===== src/design/gdp_map.vh =====
`ifndef GDP_MAP_VH
`define GDP_MAP_VH
// register indices; byte address on the bus is four times the index
`define GDP_IDX_FIRST_DATA     8'h05
`define GDP_IDX_SECOND_DATA    8'h06
`define GDP_IDX_INTR_CTRL      8'h0b
`define GDP_IDX_OPTION         8'h81
`define GDP_IDX_FIRST_DIR      8'h85
`define GDP_IDX_SECOND_DIR     8'h86
`define GDP_IDX_CONV_CTRL1     8'h9f
// field positions
`define GDP_OPT_PULLUP_N_BIT   7
`define GDP_INTR_CHG_FLAG_BIT  0
`define GDP_FIRST_OD_BIT       4
`define GDP_FIRST_SS_BIT       5
`define GDP_SECOND_EXT_INT_BIT 0
`define GDP_SECOND_PGM_CLK_BIT 6
`define GDP_SECOND_PGM_DAT_BIT 7
// reset values
`define GDP_RST_FIRST_DIR      6'h3f
`define GDP_RST_SECOND_DIR     8'hff
`define GDP_RST_OPTION         8'hff
`define GDP_RST_CONV_CTRL1     3'h0
`define GDP_RST_INTR_CTRL      8'h00
`define GDP_RST_LATCH6         6'h00
`define GDP_RST_LATCH8         8'h00
`endif


===== src/design/gdp_sync.v =====
`default_nettype none
module gdp_sync #(
    parameter W = 8
) (
    input  wire         clk,
    input  wire         rst,
    input  wire [W-1:0] async_in,
    output wire [W-1:0] sync_out
);
    reg [W-1:0] meta_q;
    reg [W-1:0] sync_q;

    always @(posedge clk) begin
        if (rst) begin
            meta_q <= {W{1'b0}};
            sync_q <= {W{1'b0}};
        end else begin
            meta_q <= async_in;
            sync_q <= meta_q;
        end
    end

    assign sync_out = sync_q;
endmodule
`default_nettype wire


===== src/design/gdp_chg.v =====
`default_nettype none
module gdp_chg #(
    parameter W = 4
) (
    input  wire         clk,
    input  wire         rst,
    input  wire [W-1:0] pins,
    input  wire [W-1:0] is_input,
    input  wire         relatch,
    output wire         mismatch
);
    reg [W-1:0] old_q;

    // comparison latch refreshed on every access of the port
    always @(posedge clk) begin
        if (rst) begin
            old_q <= {W{1'b0}};
        end else if (relatch) begin
            old_q <= pins;
        end
    end

    // outputs never count, only pins set as inputs
    assign mismatch = |((pins ^ old_q) & is_input);
endmodule
`default_nettype wire


===== src/design/gdp_top.v =====
// Functional notes
// - first port holds a six-bit output latch, upper two bits absent.
// - first port direction bit set floats the driver, clear drives latch.
// - first port read returns pin levels, write updates only the latch.
// - port writes behave as read-modify-write into the output latch; the code loads the written bus byte into the latch as is.
// - first port bit four is open drain and feeds the timer clock.
// - other first port pins go analog or digital per three-bit field.
// - after power-on analog pins default analog and read zero.
// - direction bits still steer drivers on analog pins; software keeps them set.
// - first port data and direction bits seven and six read zero.
// - second port is eight bits bidirectional with per-pin direction.
// - option bit seven cleared enables all second port weak pull-ups.
// - a pin's pull-up turns off while that pin is an output.
// - pull-ups are disabled after power-on reset.
// - only upper-nibble input pins take part in change detection.
// - upper pins compared with values latched at the last port access, read or write, set change flag bit zero.
// - a pending change flag can wake the device from sleep.
// - mismatch keeps setting the flag; port access ends it, software clears.
// - early silicon may drop a change coinciding with a port read.
// - second port bit zero is also the external interrupt input.
// - second port bits six and seven serve serial programming clock, data.
// - first port bit five also gives the serial port slave select.
//
// Design decision made here: the Wishbone register port.
`include "gdp_map.vh"
`default_nettype none
module gdp_top #(
    parameter EARLY_SILICON = 0
) (
    input  wire        clk,
    input  wire        rst,
    input  wire        wb_cyc_i,
    input  wire        wb_stb_i,
    input  wire        wb_we_i,
    input  wire [9:0]  wb_adr_i,
    input  wire [3:0]  wb_sel_i,
    input  wire [31:0] wb_dat_i,
    output wire [31:0] wb_dat_o,
    output wire        wb_ack_o,
    input  wire [5:0]  first_port_in,
    output wire [5:0]  first_port_out,
    output wire [5:0]  first_port_oe,
    output wire [4:0]  analog_pin_en,
    output wire        vref_pin_en,
    output wire        timer_ext_clock_in,
    output wire        slave_select_in,
    input  wire [7:0]  second_port_in,
    output wire [7:0]  second_port_out,
    output wire [7:0]  second_port_oe,
    output wire [7:0]  second_port_pullup,
    output wire        ext_interrupt_in,
    output wire        pgm_clock_in,
    output wire        pgm_data_in,
    output wire        port_change_flag,
    output wire        wake_req
);
    reg  [5:0]  first_latch_q;
    reg  [5:0]  first_latch_d;
    reg  [5:0]  first_dir_q;
    reg  [5:0]  first_dir_d;
    reg  [2:0]  conv_cfg_q;
    reg  [2:0]  conv_cfg_d;
    reg  [7:0]  second_latch_q;
    reg  [7:0]  second_latch_d;
    reg  [7:0]  second_dir_q;
    reg  [7:0]  second_dir_d;
    reg  [7:0]  option_q;
    reg  [7:0]  option_d;
    reg  [7:0]  intr_ctrl_q;
    reg  [7:0]  intr_ctrl_d;
    reg  [7:0]  rdata_q;
    reg  [7:0]  rdata_d;
    reg         ack_q;
    reg  [4:0]  analog_mask;
    reg         vref_sel;
    wire [5:0]  first_sync;
    wire [7:0]  second_sync;
    wire [5:0]  first_digital;
    wire [5:0]  first_analog;
    wire        first_od_oe;
    wire [7:0]  idx;
    wire        req;
    wire        wr;
    wire        rd;
    wire        lane0;
    wire        second_access;
    wire        second_read;
    wire        mismatch;
    wire        chg_set;

    // two-stage sync of every pin input
    // synchronize pin inputs
    gdp_sync #(
        .W(6)
    ) u_sync_first (
        .clk      (clk),
        .rst      (rst),
        .async_in (first_port_in),
        .sync_out (first_sync)
    );

    gdp_sync #(
        .W(8)
    ) u_sync_second (
        .clk      (clk),
        .rst      (rst),
        .async_in (second_port_in),
        .sync_out (second_sync)
    );

    // classic wishbone: one wait state, ack lasts one cycle
    // req drops in the ack cycle so a strobe held over ack is not taken twice
    assign req   = wb_cyc_i & wb_stb_i & ~ack_q;
    assign idx   = wb_adr_i[9:2];
    assign wr    = req & wb_we_i;
    assign rd    = req & ~wb_we_i;
    assign lane0 = wb_sel_i[0];

    // analog field decode; ordering is [bit5, bit3, bit2, bit1, bit0]
    // analog or digital select
    always @* begin
        analog_mask = 5'h00;
        vref_sel    = 1'b0;
        case (conv_cfg_q)
            3'h0: begin
                analog_mask = 5'h1f;
            end
            3'h1: begin
                analog_mask = 5'h1f;
                vref_sel    = 1'b1;
            end
            3'h2: begin
                analog_mask = 5'h0f;
            end
            3'h3: begin
                analog_mask = 5'h0f;
                vref_sel    = 1'b1;
            end
            3'h4: begin
                analog_mask = 5'h0b;
            end
            3'h5: begin
                analog_mask = 5'h0b;
                vref_sel    = 1'b1;
            end
            default: begin
                analog_mask = 5'h00;
            end
        endcase
    end

    assign analog_pin_en = analog_mask;
    assign vref_pin_en   = vref_sel;

    // pin four has no analog function, so its mask slot is always clear
    assign first_analog = {analog_mask[4], 1'b0, analog_mask[3:0]};

    // analog pins read as zero on the digital path
    // analog pins read zero
    assign first_digital = first_sync & ~first_analog;

    assign timer_ext_clock_in = first_sync[`GDP_FIRST_OD_BIT];
    assign slave_select_in = first_sync[`GDP_FIRST_SS_BIT];
    assign ext_interrupt_in = second_sync[`GDP_SECOND_EXT_INT_BIT];
    assign pgm_clock_in = second_sync[`GDP_SECOND_PGM_CLK_BIT];
    assign pgm_data_in  = second_sync[`GDP_SECOND_PGM_DAT_BIT];

    // drivers; direction still governs analog pins, software keeps them set
    // first port drivers
    assign first_port_out = {first_latch_q[5], 1'b0, first_latch_q[3:0]};
    // open drain pulls low only
    // a latched one floats the pin, so only an external pull-up lifts it
    assign first_od_oe    = ~first_dir_q[4] & ~first_latch_q[4];
    assign first_port_oe  = {~first_dir_q[5], first_od_oe, ~first_dir_q[3:0]};

    assign second_port_out = second_latch_q;
    assign second_port_oe  = ~second_dir_q;
    // pull-up off on outputs
    // a driving pin would only waste current through its own pull-up
    assign second_port_pullup = {8{~option_q[`GDP_OPT_PULLUP_N_BIT]}} & second_dir_q;

    assign second_access = req & (idx == `GDP_IDX_SECOND_DATA);
    assign second_read   = second_access & ~wb_we_i;

    // compare and relatch share the synced copy, so one sample feeds both
    // upper-nibble inputs only
    gdp_chg #(
        .W(4)
    ) u_chg (
        .clk      (clk),
        .rst      (rst),
        .pins     (second_sync[7:4]),
        .is_input (second_dir_q[7:4]),
        .relatch  (second_access),
        .mismatch (mismatch)
    );

    // early variants lose a change landing on the read cycle
    // early silicon read race
    // off by default: later silicon keeps every change
    assign chg_set = mismatch & ~((EARLY_SILICON != 0) & second_read);

    // register writes; the port latches take the written bus byte whole
    always @* begin
        first_latch_d  = first_latch_q;
        first_dir_d    = first_dir_q;
        conv_cfg_d     = conv_cfg_q;
        second_latch_d = second_latch_q;
        second_dir_d   = second_dir_q;
        option_d       = option_q;
        intr_ctrl_d    = intr_ctrl_q;
        if (wr && lane0) begin
            case (idx)
                `GDP_IDX_FIRST_DATA: begin
                    first_latch_d = wb_dat_i[5:0];
                end
                `GDP_IDX_FIRST_DIR: begin
                    first_dir_d = wb_dat_i[5:0];
                end
                `GDP_IDX_CONV_CTRL1: begin
                    conv_cfg_d = wb_dat_i[2:0];
                end
                `GDP_IDX_SECOND_DATA: begin
                    second_latch_d = wb_dat_i[7:0];
                end
                `GDP_IDX_SECOND_DIR: begin
                    second_dir_d = wb_dat_i[7:0];
                end
                `GDP_IDX_OPTION: begin
                    option_d = wb_dat_i[7:0];
                end
                `GDP_IDX_INTR_CTRL: begin
                    intr_ctrl_d = wb_dat_i[7:0];
                end
                default: begin
                    first_latch_d = first_latch_q;
                end
            endcase
        end
        // set wins over a software clear in the same cycle
        // mismatch sets flag
        if (chg_set) begin
            intr_ctrl_d[`GDP_INTR_CHG_FLAG_BIT] = 1'b1;
        end
    end

    // read mux; unmapped indices read zero
    always @* begin
        rdata_d = 8'h00;
        case (idx)
            `GDP_IDX_FIRST_DATA: begin
                rdata_d = {2'b00, first_digital};
            end
            `GDP_IDX_FIRST_DIR: begin
                rdata_d = {2'b00, first_dir_q};
            end
            `GDP_IDX_CONV_CTRL1: begin
                rdata_d = {5'h00, conv_cfg_q};
            end
            `GDP_IDX_SECOND_DATA: begin
                rdata_d = second_sync;
            end
            `GDP_IDX_SECOND_DIR: begin
                rdata_d = second_dir_q;
            end
            `GDP_IDX_OPTION: begin
                rdata_d = option_q;
            end
            `GDP_IDX_INTR_CTRL: begin
                rdata_d = intr_ctrl_q;
            end
            default: begin
                rdata_d = 8'h00;
            end
        endcase
    end

    always @(posedge clk) begin
        if (rst) begin
            first_latch_q  <= `GDP_RST_LATCH6;
            conv_cfg_q     <= `GDP_RST_CONV_CTRL1;
            first_dir_q    <= `GDP_RST_FIRST_DIR;
            second_latch_q <= `GDP_RST_LATCH8;
            second_dir_q   <= `GDP_RST_SECOND_DIR;
            option_q       <= `GDP_RST_OPTION;
            intr_ctrl_q    <= `GDP_RST_INTR_CTRL;
            rdata_q        <= 8'h00;
            ack_q          <= 1'b0;
        end else begin
            first_latch_q  <= first_latch_d;
            first_dir_q    <= first_dir_d;
            conv_cfg_q     <= conv_cfg_d;
            second_latch_q <= second_latch_d;
            second_dir_q   <= second_dir_d;
            option_q       <= option_d;
            intr_ctrl_q    <= intr_ctrl_d;
            ack_q          <= req;
            // read data holds until the next read is taken
            if (rd) begin
                rdata_q <= rdata_d;
            end
        end
    end

    assign wb_ack_o = ack_q;
    assign wb_dat_o = {24'h000000, rdata_q};

    assign port_change_flag = intr_ctrl_q[`GDP_INTR_CHG_FLAG_BIT];
    // pending change raises a wake request to the sleep controller
    // wake from sleep
    assign wake_req = intr_ctrl_q[`GDP_INTR_CHG_FLAG_BIT];
endmodule
`default_nettype wire


===== config.mk =====
export PLATFORM = sky130hd
export DESIGN_NAME = gdp_top
export DESIGN_NICKNAME = d
export VERILOG_FILES = /design/src/design/gdp_sync.v /design/src/design/gdp_chg.v /design/src/design/gdp_top.v
export VERILOG_INCLUDE_DIRS = /design/src /design/src/design
export SDC_FILE = /design/constraint.sdc
export NUM_CORES = 1
export LEC_CHECK = 0
export ABC_AREA = 1
export BUFFER_PORTS_ARGS = -buffer_cell sky130_fd_sc_hd__buf_4
export CORE_MARGIN = 5
export CORE_UTILIZATION = 35
export DETAILED_ROUTE_END_ITERATION = 10
export PLACE_DENSITY_LB_ADDON = 0.3
export SLEW_MARGIN = 40
export SYNTH_ARGS = -nofsm -noshare
export SYNTH_HDL_FRONTEND = slang
export SYNTH_SLANG_ARGS = --single-unit

===== constraint.sdc =====
create_clock -name clk -period 1.25 [get_ports clk]
set_input_delay 0 -clock clk [delete_from_list [all_inputs] [get_ports clk]]
set_output_delay 0 -clock clk [all_outputs]
set_load 0.03 [all_outputs]

==> summary.md <==
| Metric | Value |
|---|---|
| Grt ovf | `0` |
| Critical path type | `reg2reg` |
| Crit-path max cell delay | `0.33 ns` |
| RR Endpoint | `second_dir_q[7]` |
| Mapped Avg Cell Area | `7.35 um2` |
| Area delta synth->final | `39.2%` |
| # clock sinks | `88` |
| Total Wirelength | `~11 mm` |
| Die area | `13500 um2` |
| Ant diodes | `0` |
| Initial antenna violation count | `0` |
| Vias | `between 3000 and 4000` |
| Setup-failing EPs final | `8` |
| CP max stage cell | `dfxtp_2` |
| Die X | `116 um` |
| DRT iter0 DRCs | `172` |
| Peak VDD IR | `727 uV` |
| CTS Buffer Depth | `2` |
| Residual DRC | `0` |
| Switch share | `22.9%` |
| Nets | `732` |
| Switching Power | `between 1 and 1.5 mW` |
| Period utilisation layout | `101%` |
| Most frequent cells in the layout | `buf_4 (115), nand2_1 (91), dfxtp_1 (87)` |
| TritonCTS buffer count | `9` |
| Share of cells above drive strength 1 | `27.2%` |
| Run status | `finished, violations left` |
| Synth Register Bits | `slightly below 90` |
| Port-buffer cells | `92` |
| Sum Neg Setup Slack | `-0.0501 ns` |
| First-pass GRT wire length | `between 15 and 20 mm` |
| Worst endpoint required time | `between 1 and 1.5 ns` |
| Max-cap violations | `0` |
| Crit-path cells | `nor2_4, nand3_4, buf_4, nor2_4, buf_12, o211ai_1` |
| Crit path capture | `second_dir_q[7]` |
| Synth cell types | `25` |
| Clock network fraction of total power | `47.1%` |
| GRT Overall Usage | `about 16%` |
| Remaining antenna violation count | `0` |
| CP Max Fanout | `16` |
| Rows | `38` |
| RSZ-0062 raised after global routing | `yes` |
| Int Pwr | `5.03 mW` |
| Yosys top cell area share | `44.5%` |
| Post-synth EDFFs | `0` |
| Combinational share of power | `roughly 8.9%` |
| Max Clock Freq | `around 790 MHz` |
| Worst setup SP type | `register` |
| R2r startpoint | `wb_ack_o` |
| Clock skew | `0.00396 ns` |
| Largest net degree at the start of global routing | `48` |
| Critical Path AT | `1.47 ns` |
| Top cells by area, synth | `dfxtp_1 (44%), nand2_1 (8.9%), nor2_1 (8.3%), buf_4 (7.6%), inv_1 (6.3%)` |
| Pins Over Slew Limit | `0` |
| Failing checks | `negative setup slack` |
| Clk root buf | `clkbuf_16` |
| Core ar. | `11000 um2` |
| Reg power frac | `44.0%` |
| PwrDens | `~1200 nW/um2` |
| Worst reg2reg path depth | `6` |
| Hold WC Path Type | `in2reg` |
| Final WS setup | `-0.00987 ns` |
| Cells after synthesis | `~540` |
| Die Height | `between 100 and 150 um` |
| Worst-Skew Late Latency | `0.34 ns` |
| Area of placed instances | `~4800 um2` |
| Crit. End Element | `register` |
| Via density | `between 4 and 5` |
| Post-route cell area | `5510 um2` |
| Top cell type by total area after synthesis | `dfxtp_1` |
| Post-Synthesis Cell Area | `3960 um2` |
| R2R setup slack | `-0.01 ns` |
| Leak | `2.69 nW` |
| Drt pass-1 iters | `4` |
| Final Hold Viols | `0` |
| Vias in the first global route | `3512` |
| YS warnings | `0` |
| Io pins | `approximately 150` |
| CP most frequent cell | `nor2_4` |
| Async SR Flop Fraction | `0%` |
| CTS clock-pin slew for the worst setup and hold paths | `0.06 ns` |
| Minimum clock period | `1.26 ns` |
| Most used DFF post-synth | `dfxtp_1` |
| Initial Util | `36.1%` |
| Final Wtd Congestion | `0.847` |
| Post-synthesis sequential area ratio | `44.5%` |
| Htree depth | `3` |
| CTS tree | `done` |
| Post-DR wirelength/cell | `13.6 um` |
| Crit path launch | `wb_ack_o` |
| Most common cell after layout, fill and taps aside | `buf_4` |
| DP HPWL | `8.14 mm` |
-- repair_timing --
action                     4_1_cts  5_1_grt
gates resized for setup          5       42
buffers inserted                 0        1
hold buffers                    23        0
cloned                           0        4
setup endpoints to repair       11       41
hold endpoints to repair        43        0
pin swaps                        0        4
-- cells in the mapped netlist (2+ instances only) --
library cell	number
nand2_1	94
dfxtp_1	88
nor2_1	88
inv_1	66
nand3_1	49
buf_4	40
o21ai_0	29
a21oi_1	25
o211ai_1	17
clkbuf_1	10
nor2_4	5
nor2_2	4
buf_6	3
nand3_2	3
nand3_4	3
o21ai_1	3
clkinv_2	2
inv_2	2
nand2_2	2
-- registers in the layout (all words and copies together), names as in the netlist --
signal,cells
first_latch_q,6
option_q,8
second_port_out,8
wb_ack_o,1
conv_cfg_q,3
first_dir_q,6
u_sync_second.sync_out,8
intr_ctrl_q,8
u_sync_first.sync_out,6
second_dir_q,8
u_sync_first.meta_q,6
u_chg.old_q,4
rdata_q,8
u_sync_second.meta_q,8
-- final cells by class --
type                    count  area (um2)
clock inverters             7         118
well taps                 140         175
inverters                  71         292
multi-input cells         351        1730
clock buffers               9         225
repair buffers            144        1200
fillers                  1067        5470
flip-flops and latches     88        1760
repair inverters            2        11.3
-- metrics by stage --
step | power (mW) | worst slack (ns) | utilization, % | instances | hold WS (ns)
floorplan | 3.30 | 0.00190 | - | 563 | 0.107
global placement | 3.43 | -0.0191 | 43.7 | 768 | 0.198
detailed placement | 3.44 | -0.0531 | 43.7 | 768 | 0.206
CTS | 6.56 | 0.00186 | 49.1 | 807 | 0.0895
global route | 6.73 | -0.0748 | 50.2 | 812 | 0.125
finish | 6.52 | -0.00987 | 50.2 | 812 | 0.109
-- cells by family (layout without fill, tap and decap cells) --
family                    count (synthesis)  in the layout  synth area share, %
AOI/OAI and AO/OA                        74             74                 10.4
xor gates and xnor gates                  1              1                0.221
buffers and inverters                   125            233                 16.4
DFF                                      88             88                 44.5
other                                     1             25               0.0947
and+or+nand+nor                         250            251                 28.3
-- per-layer routing --
layer | GRT usage (%) | vias up | routed length, um
met5 | 0 | - | 0
met4 | 7.42 | 0 | 217
met3 | 2.44 | 14 | 624
met2 | 27.1 | 113 | 5320
met1 | 21.4 | 1665 | 4890
li1 | - | 1891 | -
-- how the worst min path moves through the flow --
stage,start,end,cells past startpoint
after CTS,rst,option_q[6],4
final,rst,second_dir_q[1],4
after global placement,first_port_in[5],u_sync_first.meta_q[5],3
after floorplan,first_port_in[0],u_sync_first.meta_q[0],2
after global routing,rst,option_q[3],4
after detailed placement,first_port_in[1],u_sync_first.meta_q[1],3
-- power by group through the flow --
stage / registers [mW] / logic [mW] / clock network (mW)
after detailed placement: 2.94 / 0.503 / 0
after global routing: 2.88 / 0.631 / 3.23
after floorplan: 2.95 / 0.343 / 0
final: 2.87 / 0.579 / 3.07
after global placement: 2.94 / 0.496 / 0
after CTS: 2.87 / 0.561 / 3.13
-- worst max-delay path: cells and delay by family (launching register included) --
family | cells | cell delay [ns]
buffers and inverters | 2 | 0.33
AND/OR/NAND/NOR | 3 | 0.39
AO/OA/AOI/OAI | 1 | 0.08
flip-flops | 1 | 0.33
No activity file was read; power rests on OpenSTA's default activity.
